**config.mk**
```make
export PLATFORM = sky130hd
export DESIGN_NAME = fhp_host_port
export DESIGN_NICKNAME = d
export VERILOG_FILES = /design/src/common/fhp_pkg.sv /design/src/hdl/fhp_dma_ctrl.sv /design/src/hdl/fhp_edge_det.sv /design/src/hdl/fhp_host_port.sv
export SDC_FILE = /design/constraint.sdc
export NUM_CORES = 1
export LEC_CHECK = 0
export BUFFER_PORTS_ARGS = -buffer_cell sky130_fd_sc_hd__buf_2
export CORE_ASPECT_RATIO = 1.75
export CORE_MARGIN = 8
export CORE_UTILIZATION = 45
export CTS_BUF_LIST = sky130_fd_sc_hd__clkbuf_4
export DETAILED_ROUTE_END_ITERATION = 8
export PLACE_DENSITY = 0.85
export SLEW_MARGIN = 5
export SYNTH_ARGS = -nofsm -noshare
export SYNTH_HDL_FRONTEND = slang
export SYNTH_SLANG_ARGS = --single-unit
```
**constraint.sdc**
```tcl
create_clock -name SYS_CLK_IN -period 1.3 [get_ports SYS_CLK_IN]
set_input_delay 0.065 -clock SYS_CLK_IN [delete_from_list [all_inputs] [get_ports SYS_CLK_IN]]
set_output_delay 0.065 -clock SYS_CLK_IN [all_outputs]
set_load 0.1 [all_outputs]
```
**src/common/fhp_pkg.sv**
```systemverilog
// Shared constants and carriers for the host bus and DMA port.
package fhp_pkg;

  // Widths of the host data bus and the local register address.
  localparam int FHP_DATA_W = 8;
  localparam int FHP_ADDR_W = 3;

  // Values that state takes after reset.
  localparam logic [1:0] FHP_SYNC_RST   = 2'h0;
  localparam logic       FHP_STROBE_IDL = 1'h1;
  localparam logic       FHP_OE_N_RST   = 1'h1;
  localparam logic       FHP_BIT_RST    = 1'h0;
  localparam logic [7:0] FHP_DATA_RST   = 8'h00;
  localparam logic [2:0] FHP_ADDR_RST   = 3'h0;

  // Positions of the strobes inside the edge detector vector.
  localparam int FHP_EDGE_RD   = 0;
  localparam int FHP_EDGE_WR   = 1;
  localparam int FHP_EDGE_DACK = 2;
  localparam int FHP_EDGE_N    = 3;

  // Kind of write cycle remembered between the strobe's two edges.
  localparam logic [1:0] FHP_WR_NONE = 2'h0;
  localparam logic [1:0] FHP_WR_REG  = 2'h1;
  localparam logic [1:0] FHP_WR_DMA  = 2'h2;

  // One register access toward the controller core.
  typedef struct packed {
    logic                  rd;
    logic                  wr;
    logic [FHP_ADDR_W-1:0] addr;
    logic [FHP_DATA_W-1:0] wdata;
  } fhp_reg_req_t;

  // One DMA byte move and the terminal count toward the core.
  typedef struct packed {
    logic                  rd;
    logic                  wr;
    logic                  tc;
    logic [FHP_DATA_W-1:0] wdata;
  } fhp_dma_xfer_t;

  localparam fhp_reg_req_t  FHP_REG_REQ_RST  = '0;
  localparam fhp_dma_xfer_t FHP_DMA_XFER_RST = '0;

  // States of the DMA request handshake.
  typedef enum logic [2:0] {
    FHP_DRQ_IDLE = 3'h1,
    FHP_DRQ_ASK  = 3'h2,
    FHP_DRQ_HOLD = 3'h4
  } fhp_drq_state_t;

endpackage

```
**src/hdl/fhp_dma_ctrl.sv**
```systemverilog
`timescale 1ns/1ps
// DMA request handshake and terminal count qualification.
module fhp_dma_ctrl (
  input  wire logic clk_in,
  input  wire logic rst_n_in,
  input  wire logic op_rst_in,
  input  wire logic need_in,
  input  wire logic last_in,
  input  wire logic grant_n_in,
  input  wire logic grant_fall_in,
  input  wire logic rd_fall_in,
  input  wire logic tc_in,
  output logic      drq_out,
  output logic      tc_pulse_out
);
  import fhp_pkg::*;

  fhp_drq_state_t state_r;
  fhp_drq_state_t state_nxt;
  logic           clear_c;
  logic           tc_prev_r;

  // The last byte drops the request on the grant's fall, or on the read fall in demand mode.
  assign clear_c = last_in & (grant_fall_in | (~grant_n_in & rd_fall_in));

  // Next state: ask while the core needs a byte, hold off after the last one.
  always_comb begin
    state_nxt = state_r;
    case (state_r)
      FHP_DRQ_IDLE: begin
        if (need_in) begin
          state_nxt = FHP_DRQ_ASK;
        end
      end
      FHP_DRQ_ASK: begin
        if (clear_c) begin
          state_nxt = FHP_DRQ_HOLD;
        end else if (!need_in) begin
          state_nxt = FHP_DRQ_IDLE;
        end
      end
      FHP_DRQ_HOLD: begin
        if (!need_in) begin
          state_nxt = FHP_DRQ_IDLE;
        end
      end
      default: begin
        state_nxt = FHP_DRQ_IDLE;
      end
    endcase
    if (op_rst_in) begin
      state_nxt = FHP_DRQ_IDLE;
    end
  end

  // State and request flop; the request mirrors the asking state.
  always_ff @(posedge clk_in or negedge rst_n_in) begin
    if (!rst_n_in) begin
      state_r <= FHP_DRQ_IDLE;
      drq_out <= FHP_BIT_RST;
    end else begin
      state_r <= state_nxt;
      drq_out <= (state_nxt == FHP_DRQ_ASK);
    end
  end

  // Terminal count is accepted on its rise only while the grant is low.
  always_ff @(posedge clk_in or negedge rst_n_in) begin
    if (!rst_n_in) begin
      tc_prev_r    <= FHP_BIT_RST;
      tc_pulse_out <= FHP_BIT_RST;
    end else begin
      tc_prev_r    <= tc_in;
      tc_pulse_out <= tc_in & ~tc_prev_r & ~grant_n_in & ~op_rst_in;
    end
  end
endmodule

```
**src/hdl/fhp_edge_det.sv**
```systemverilog
`timescale 1ns/1ps
// Leading and trailing edge detector for a vector of active-low strobes.
module fhp_edge_det #(
  parameter int WIDTH = 3
) (
  input  wire logic             clk_in,
  input  wire logic             rst_n_in,
  input  wire logic [WIDTH-1:0] sig_n_in,
  output logic      [WIDTH-1:0] fall_out,
  output logic      [WIDTH-1:0] rise_out
);
  import fhp_pkg::*;

  // Refuse an empty vector.
  if (WIDTH < 1) begin : g_chk
    $error("fhp_edge_det needs WIDTH of at least one");
  end

  // One previous-value flop and two edge terms per strobe.
  for (genvar i = 0; i < WIDTH; i++) begin : g_bit
    logic prev_r;
    always_ff @(posedge clk_in or negedge rst_n_in) begin
      if (!rst_n_in) begin
        prev_r <= FHP_STROBE_IDL;
      end else begin
        prev_r <= sig_n_in[i];
      end
    end
    assign fall_out[i] = prev_r & ~sig_n_in[i];
    assign rise_out[i] = ~prev_r & sig_n_in[i];
  end

endmodule

```
**src/hdl/fhp_host_port.sv**
```systemverilog
`timescale 1ns/1ps
// Functional notes
// - Drive data only during host or DMA reads.
// - Low read strobe requests a read.
// - Low write strobe requests a write.
// - Latch address on the strobe's leading edge.
// - Raise DMA request for one byte transfer.
// - Last byte: drop request on grant fall.
// - Low grant enables the DMA data path.
// - Terminal count counts only while grant low.
// - Core interrupt request appears on output pin.
// - Register strobes answered only while chip select low; granted DMA strobes ignore it.
// - Device reset clears operating state, keeps config.
module fhp_host_port #(
  parameter int DATA_W = 8,
  parameter int ADDR_W = 3
) (
  input  wire logic                            SYS_CLK_IN,
  input  wire logic                            RST_N_IN,
  input  wire logic                            DEV_RESET_IN,
  input  wire logic                            CHIP_SELECT_N_IN,
  input  wire logic                            HOST_READ_STROBE_N_IN,
  input  wire logic                            HOST_WRITE_STROBE_N_IN,
  input  wire logic [fhp_pkg::FHP_ADDR_W-1:0]  LOCAL_REG_ADDR_IN,
  input  wire logic [fhp_pkg::FHP_DATA_W-1:0]  HOST_DATA_BUS_IN,
  output logic      [fhp_pkg::FHP_DATA_W-1:0]  HOST_DATA_BUS_OUT,
  output logic                                 HOST_DATA_BUS_OE_N_OUT,
  input  wire logic                            DMA_GRANT_N_IN,
  input  wire logic                            TRANSFER_DONE_COUNT_IN,
  output logic                                 DMA_REQUEST_OUT,
  output logic                                 IRQ_OUT,
  input  wire logic                            CORE_IRQ_IN,
  input  wire logic                            CORE_DMA_NEED_IN,
  input  wire logic                            CORE_DMA_LAST_IN,
  input  wire logic [fhp_pkg::FHP_DATA_W-1:0]  CORE_REG_RDATA_IN,
  input  wire logic [fhp_pkg::FHP_DATA_W-1:0]  CORE_DMA_RDATA_IN,
  output fhp_pkg::fhp_reg_req_t                REG_REQ_OUT,
  output fhp_pkg::fhp_dma_xfer_t               DMA_XFER_OUT,
  output logic                                 OP_RESET_OUT
);
  import fhp_pkg::*;

  // Refuse widths that the carriers do not hold.
  if (DATA_W != FHP_DATA_W || ADDR_W != FHP_ADDR_W) begin : g_chk
    $error("fhp_host_port widths must match the package carriers");
  end

  logic [1:0]            rst_sync_r;
  logic                  rst_n;
  logic [FHP_EDGE_N-1:0] fall;
  logic [FHP_EDGE_N-1:0] rise;
  logic                  rd_fall;
  logic                  wr_fall;
  logic                  wr_rise;
  logic                  dack_fall;
  logic                  reg_sel;
  logic                  dma_sel;
  logic                  rd_active;
  logic [1:0]            wr_kind_r;
  logic [DATA_W-1:0]     wdata_r;
  logic                  op_rst_r;
  logic                  drq_w;
  logic                  tc_pulse_w;

  // Reset release through two flops; assertion of reset stays asynchronous.
  always_ff @(posedge SYS_CLK_IN or negedge RST_N_IN) begin
    if (!RST_N_IN) begin
      rst_sync_r <= FHP_SYNC_RST;
    end else begin
      rst_sync_r <= {rst_sync_r[0], 1'b1};
    end
  end
  assign rst_n = rst_sync_r[1];

  // Leading and trailing edges of both strobes and of the DMA grant.
  fhp_edge_det #(
    .WIDTH (FHP_EDGE_N)
  ) u_edge (
    .clk_in   (SYS_CLK_IN),
    .rst_n_in (rst_n),
    .sig_n_in ({DMA_GRANT_N_IN, HOST_WRITE_STROBE_N_IN, HOST_READ_STROBE_N_IN}),
    .fall_out (fall),
    .rise_out (rise)
  );

  assign rd_fall   = fall[FHP_EDGE_RD];
  assign wr_fall   = fall[FHP_EDGE_WR];
  assign wr_rise   = rise[FHP_EDGE_WR];
  assign dack_fall = fall[FHP_EDGE_DACK];

  // A register cycle needs chip select and no grant; a granted strobe is DMA.
  assign reg_sel = ~CHIP_SELECT_N_IN & DMA_GRANT_N_IN & ~op_rst_r;
  assign dma_sel = ~DMA_GRANT_N_IN & ~op_rst_r;

  // The bus is driven for a selected register read or a granted DMA read.
  assign rd_active = ~HOST_READ_STROBE_N_IN & (reg_sel | dma_sel);

  // Device reset level, registered and handed to the core as its operating reset.
  always_ff @(posedge SYS_CLK_IN or negedge rst_n) begin
    if (!rst_n) begin
      op_rst_r     <= FHP_BIT_RST;
      OP_RESET_OUT <= FHP_BIT_RST;
    end else begin
      op_rst_r     <= DEV_RESET_IN;
      OP_RESET_OUT <= DEV_RESET_IN;
    end
  end

  // Read data and the active-low output enable, both from flops.
  always_ff @(posedge SYS_CLK_IN or negedge rst_n) begin
    if (!rst_n) begin
      HOST_DATA_BUS_OUT      <= FHP_DATA_RST;
      HOST_DATA_BUS_OE_N_OUT <= FHP_OE_N_RST;
    end else begin
      HOST_DATA_BUS_OE_N_OUT <= ~rd_active;
      if (dma_sel) begin
        HOST_DATA_BUS_OUT <= CORE_DMA_RDATA_IN;
      end else begin
        HOST_DATA_BUS_OUT <= CORE_REG_RDATA_IN;
      end
    end
  end

  // Register read pulse and the address caught on either leading edge.
  always_ff @(posedge SYS_CLK_IN or negedge rst_n) begin
    if (!rst_n) begin
      REG_REQ_OUT.rd   <= FHP_BIT_RST;
      REG_REQ_OUT.addr <= FHP_ADDR_RST;
    end else begin
      REG_REQ_OUT.rd <= rd_fall & reg_sel;
      if (rd_fall || wr_fall) begin
        REG_REQ_OUT.addr <= LOCAL_REG_ADDR_IN;
      end
    end
  end

  // The kind of write is fixed at the leading edge, so a grant change mid-cycle is harmless.
  always_ff @(posedge SYS_CLK_IN or negedge rst_n) begin
    if (!rst_n) begin
      wr_kind_r <= FHP_WR_NONE;
    end else if (op_rst_r) begin
      wr_kind_r <= FHP_WR_NONE;
    end else if (wr_fall) begin
      if (dma_sel) begin
        wr_kind_r <= FHP_WR_DMA;
      end else if (reg_sel) begin
        wr_kind_r <= FHP_WR_REG;
      end else begin
        wr_kind_r <= FHP_WR_NONE;
      end
    end else if (wr_rise) begin
      wr_kind_r <= FHP_WR_NONE;
    end
  end

  // Write data is sampled while the strobe is low and used at its trailing edge.
  always_ff @(posedge SYS_CLK_IN or negedge rst_n) begin
    if (!rst_n) begin
      wdata_r <= FHP_DATA_RST;
    end else if (!HOST_WRITE_STROBE_N_IN) begin
      wdata_r <= HOST_DATA_BUS_IN;
    end
  end

  // Write pulses toward the register file or the DMA path, one cycle each.
  always_ff @(posedge SYS_CLK_IN or negedge rst_n) begin
    if (!rst_n) begin
      REG_REQ_OUT.wr    <= FHP_BIT_RST;
      REG_REQ_OUT.wdata <= FHP_DATA_RST;
      DMA_XFER_OUT.wr    <= FHP_BIT_RST;
      DMA_XFER_OUT.wdata <= FHP_DATA_RST;
    end else begin
      REG_REQ_OUT.wr  <= wr_rise & (wr_kind_r == FHP_WR_REG) & ~op_rst_r;
      DMA_XFER_OUT.wr <= wr_rise & (wr_kind_r == FHP_WR_DMA) & ~op_rst_r;
      if (wr_rise) begin
        REG_REQ_OUT.wdata  <= wdata_r;
        DMA_XFER_OUT.wdata <= wdata_r;
      end
    end
  end

  // DMA read pulse on the read strobe's leading edge under a grant.
  always_ff @(posedge SYS_CLK_IN or negedge rst_n) begin
    if (!rst_n) begin
      DMA_XFER_OUT.rd <= FHP_BIT_RST;
    end else begin
      DMA_XFER_OUT.rd <= rd_fall & dma_sel;
    end
  end

  // Request handshake and terminal count qualification.
  fhp_dma_ctrl u_dma (
    .clk_in        (SYS_CLK_IN),
    .rst_n_in      (rst_n),
    .op_rst_in     (op_rst_r),
    .need_in       (CORE_DMA_NEED_IN),
    .last_in       (CORE_DMA_LAST_IN),
    .grant_n_in    (DMA_GRANT_N_IN),
    .grant_fall_in (dack_fall),
    .rd_fall_in    (rd_fall),
    .tc_in         (TRANSFER_DONE_COUNT_IN),
    .drq_out       (drq_w),
    .tc_pulse_out  (tc_pulse_w)
  );

  // Request pin and terminal count, retimed so that both come from flops here.
  always_ff @(posedge SYS_CLK_IN or negedge rst_n) begin
    if (!rst_n) begin
      DMA_REQUEST_OUT <= FHP_BIT_RST;
      DMA_XFER_OUT.tc <= FHP_BIT_RST;
    end else begin
      DMA_REQUEST_OUT <= drq_w & ~op_rst_r;
      DMA_XFER_OUT.tc <= tc_pulse_w;
    end
  end

  // Interrupt request of the core shown on the single pin.
  always_ff @(posedge SYS_CLK_IN or negedge rst_n) begin
    if (!rst_n) begin
      IRQ_OUT <= FHP_BIT_RST;
    end else begin
      IRQ_OUT <= CORE_IRQ_IN;
    end
  end
endmodule

```
### Yosys cells after proc, flatten, opt, wreduce, memory -nomap -nowiden

Cells that the tools add are included.

* eq/ne operators: 6
* bitwise gates (word level): 30
* reductions and logical operators: 2
* mux-type cells: 11

Operator list (count)
* $and 1x1->1: 20
* $mux 3: 4
* $pmux 3 s3: 1
* $mux 2: 4
* $mux 8: 1
* $not 1->1: 8
* $eq 3x2->1 const B: 2
* $eq 3x1->1 const B: 1
* $eq 3x3->1 const B: 1
* $reduce_bool 3->1: 1
* $eq 2x1->1 const B: 1
* $eq 2x2->1 const B: 1
* $or 1x1->1: 2
* $logic_or 1x1->1: 1
* $mux 1: 1

* flip-flop bits (word level): 49
* output and inout port bits: 36

### Longest topological paths before layout

* word-level depth: 9
* mapped depth: 6
* mapped depth without buffers: 5

### Cells and area by module

From an unflattened synthesis, not the netlist that was laid out.

* cell total of the unflattened synthesis: 126
* area total of the unflattened synthesis: 1941.9 um2

Modules (own cells, without submodules)
* fhp_host_port: times used 1, sequential area each 1002.2 um2, area an instance 1532.7 um2, cells each 92
* fhp_dma_ctrl: times used 1, sequential area each 151.4 um2, area an instance 292.8 um2, cells each 25
* fhp_edge_det: times used 1, sequential area each 78.8 um2, area an instance 116.4 um2, cells each 9

### Worst setup path after synthesis

No wires, ideal clock.

* path type: register to register
* start: register op_rst_r
* end: register u_dma.state_r[0]
* data required time: 1239 ps
* buffers on the path: 1
* period minus slack after synthesis: 1625 ps
* path slack: -325 ps
* arrival: 1564 ps
* stages on the path, launching flop included: 5
* cell sequence: dfrtp_1 > buf_2 > nor4b_2 > o221ai_1 > o31a_1

* word-level cells in the longest chain between the ends: 1

Ends and longest elaborated chain
* start, declared: RTL line fhp_host_port.sv:61 `logic op_rst_r;`
* start signal, assigned: RTL line fhp_host_port.sv:101 `op_rst_r <= FHP_BIT_RST;`
* start signal, assigned: RTL line fhp_host_port.sv:104 `op_rst_r <= DEV_RESET_IN;`
* $mux 3: RTL line fhp_dma_ctrl.sv:51 `if (op_rst_in) begin`
* via u_dma.state_nxt[0]: RTL line fhp_dma_ctrl.sv:19 `fhp_drq_state_t state_nxt;`
* end signal, assigned: RTL line fhp_dma_ctrl.sv:62 `state_r <= state_nxt;`
* end, declared: RTL line fhp_dma_ctrl.sv:18 `fhp_drq_state_t state_r;`

The timed path passes the listed nets, and every way through them passes these cells.
A chain may end at the register's enable or synchronous reset.

### Worst setup path after layout

* start: register op_rst_r
* end: register HOST_DATA_BUS_OUT[2] (netlist bit)

* word-level cells in the longest chain between the ends: 3

Ends and longest elaborated chain
* $not 1->1: RTL line fhp_host_port.sv:93 `assign dma_sel = ~DMA_GRANT_N_IN & ~op_rst_r;`
* $and 1x1->1: RTL line fhp_host_port.sv:93
* $mux 8: RTL line fhp_host_port.sv:116 `if (dma_sel) begin`
* end signal, assigned: RTL line fhp_host_port.sv:112 `HOST_DATA_BUS_OUT <= FHP_DATA_RST;`
* end signal, assigned: RTL line fhp_host_port.sv:117 `HOST_DATA_BUS_OUT <= CORE_DMA_RDATA_IN;`
* end signal, assigned: RTL line fhp_host_port.sv:119 `HOST_DATA_BUS_OUT <= CORE_REG_RDATA_IN;`
* end, declared: RTL line fhp_host_port.sv:26 `output logic [fhp_pkg::FHP_DATA_W-1:0] HOST_DATA_BUS_OUT,`

No other way between the ends.

==> reports/results.ini <==
[global_routing]
antenna_found_initial = 0
grt_first_pass_wirelength_um = 7886
overflow = 0
grt_start_max_net_pins = 30
grt_pass1_vias = 1629
grt.total_usage_pct = 15.23

[sta]
finClkSkew_ns = 0.01581
final.setup.worst_slack_ns = -0.03392
fmax_ghz = 0.7497
fin_crit_sh_pct = 102.6
worst_pin_slew_ns = 0.5140
hold_viol = 0
maxSlewViolCount = 0
rsz0062_at_grt = true
holdWs_ns = 0.1553
period_needed_ns = 1.334
tns_ns = -0.1724
slew_headroom_pct = 65.97
setup_violations = 8

[clocking]
numCtsBuffers = 5
clock-sinks = 49
clkTransAtPathRegs_ns = 0.13
cts_max_level = 2
clk_latency_ns = 0.36
cts_tree = yes
clock_path_buffers = 2
clockRootBuffer = clkbuf_4

[hold_path]
hold_path_class = input pin to register
whs_path_depth = 4

[critical_path]
crit_type = register to register
r2r-end = HOST_DATA_BUS_OUT[2]
cp_max_fo = 8
critPathLaunchType = register
startpoint = op_rst_r
arrival_ns = 1.60
reg2reg_depth = 4
r2r_slack_ns = -0.03
endpoint_kind = register
r2r-start = op_rst_r
worst_ep_required_time_ns = 1.56
endpoint = HOST_DATA_BUS_OUT[2]

[flow_run]
cap_violations = 0

[pwr]
p_leak_nw = 1.363
peakVddDrop_mv = 1.099
total_power_mw = 4.272
p_per_area_nw_per_um2 = 1474

[placed_design]
hpwl_um = 3181
port_buffers = 73
routabilityCongestion = 0.7516
place_inst = 241

[drt]
drc = 0
drt-total-wl_um = 5029
wire_per_inst_um = 17.52
firstDrtPassIters = 4
vias_per_cell = 4.990
vias = 1432
drtAntennaViolNets = 0
drt_iter0_markers = 32

[synth]
ys_ff_latch = 49
ys_seq_area_share_pct = 63.75
yosys.cell_types.count = 35
synth_edf_count = 0
yosys_warnings = 0
synth-main-ff-cell = dfrtp_1
synth_nets = 165
syn-instance-count = 125
synth-async-reset-ratio_pct = 100.0
avgSynthCellArea_um2 = 15.46
syn_area_um2 = 1933

[floorplan]
io-pin-count = 74
die_y_um = 102.7
rows = 31
dieArea_um2 = 6732
start_util_pct = 46.58
die_w_um = 65.55
core_um2 = 4150

[finish]
final_cell_mix = buf_2 (68), dlygate4sd3_1 (37), dfrtp_1 (34)
layout.cells.non_filler = 287
area_growth_pct = 49.97
multiInputGateArea_um2 = 658.1
n_antenna_cell = 0
mostFrequentLayoutCell = buf_2
fillers = 264
final_nets = 277
drive_above_1_share_pct = 57.14
post-route-util_pct = 69.85
seqCellArea_um2 = 1247

[run_status]
status = complete, but fails checks
violations = negative setup slack

==> sequential cells by signal (all words and copies together), names as in the netlist <==
signal / cells
HOST_DATA_BUS_OE_N_OUT: 1
u_dma.tc_prev_r: 1
op_rst_r: 1
DMA_REQUEST_OUT: 1
IRQ_OUT: 1
u_dma.drq_out: 1
HOST_DATA_BUS_OUT: 8
u_dma.state_r: 3
u_dma.tc_pulse_out: 1
wdata_r: 8
REG_REQ_OUT: 5
u_edge.g_bit.prev_r: 3
wr_kind_r: 2
DMA_XFER_OUT: 11
rst_sync_r: 2
==> routing by layer <==
layer	vias to the layer above	GRT usage (%)	part of all wire [%]
li1	649	-	-
met5	-	0	0
met4	0	6.588	1.8
met1	714	15.26	36
met2	61	26.73	53
met3	8	6.311	9.3
==> kinds of logic after synthesis <==
| logic type | Yosys count | share of synthesized area [%] |
|---|---|---|
| AO/OA/AOI/OAI | 8 | 3.301 |
| flip-flops | 49 | 63.75 |
| other | 1 | 0.1940 |
| AND/OR/NAND/NOR | 21 | 8.609 |
| XOR/XNOR | 2 | 0.9063 |
| buffers and inverters | 15 | 4.660 |
| multiplexers | 27 | 17.28 |
| adder cells (fa/ha/maj) | 2 | 1.294 |
==> cell usage after synthesis, types with 2 or more instances <==
| master | instances | area share, % |
|---|---|---|
| a21oi_1 | 2 | 0.52 |
| buf_2 | 3 | 0.78 |
| buf_4 | 8 | 3.1 |
| dfrtp_1 | 44 | 57 |
| dfstp_2 | 5 | 6.8 |
| ha_1 | 2 | 1.3 |
| inv_1 | 3 | 0.58 |
| mux2_1 | 3 | 1.7 |
| mux2_2 | 16 | 9.3 |
| mux2_4 | 8 | 6.2 |
| nand3b_1 | 2 | 0.78 |
| nor2_1 | 2 | 0.39 |
| nor4_1 | 2 | 0.65 |
| nor4bb_1 | 3 | 1.6 |
| xnor2_1 | 2 | 0.91 |
==> worst max-delay path: stages (launching register included) <==
cell and delay, ns:
dfrtp_4 0.51, buf_6 0.12, nor2_4 0.14, buf_12 0.15, mux2_4 0.31
==> power breakdown <==
group | total (mW) | switching (mW) | internal (mW)
combinational | 1.64 | 1.26 | 0.379
clock | 0.877 | 0.455 | 0.422
sequential | 1.76 | 0.0836 | 1.67
==> per-stage QoR <==
step | cell area [um2] | setup slack, ns
floorplan | 1948 | -0.07227
global route | 2899 | -0.07258
CTS | 2823 | -0.03060
finish | 2899 | -0.03392
detailed placement | 2367 | -0.01763
global placement | 2367 | -0.006594
==> layout make-up <==
cell class / instances / share of cell area, %
inverters: 4 / 0.5179
clock inverters: 2 / 1.165
multi-input cells: 61 / 22.70
well taps: 49 / 2.115
flip-flops and latches: 49 / 43.03
clock buffers: 6 / 1.554
repair buffers: 116 / 28.92
==> how the worst min path moves through the flow <==
| stage | startpoint | to | slack (ns) |
|---|---|---|---|
| after floorplan | RST_N_IN | rst_sync_r[0] | -0.23 |
| after global placement | RST_N_IN | rst_sync_r[0] | -0.15 |
| after detailed placement | RST_N_IN | rst_sync_r[0] | -0.14 |
| after CTS | CORE_DMA_LAST_IN | u_dma.state_r[2] | 0.14 |
| after global routing | CORE_DMA_LAST_IN | u_dma.state_r[2] | 0.18 |
| final | CORE_DMA_LAST_IN | u_dma.state_r[2] | 0.16 |
==> timing repair <==
| item | CTS | global route |
|---|---|---|
| endpoints found under the hold margin | 31 | 0 |
| hold buffers | 37 | 0 |
| pin swaps | 1 | 2 |
| resized for setup | 2 | 10 |
| setup endpoints to repair | 9 | 18 |
| buffers inserted | 1 | 1 |
(Power assumes the default switching activity.)
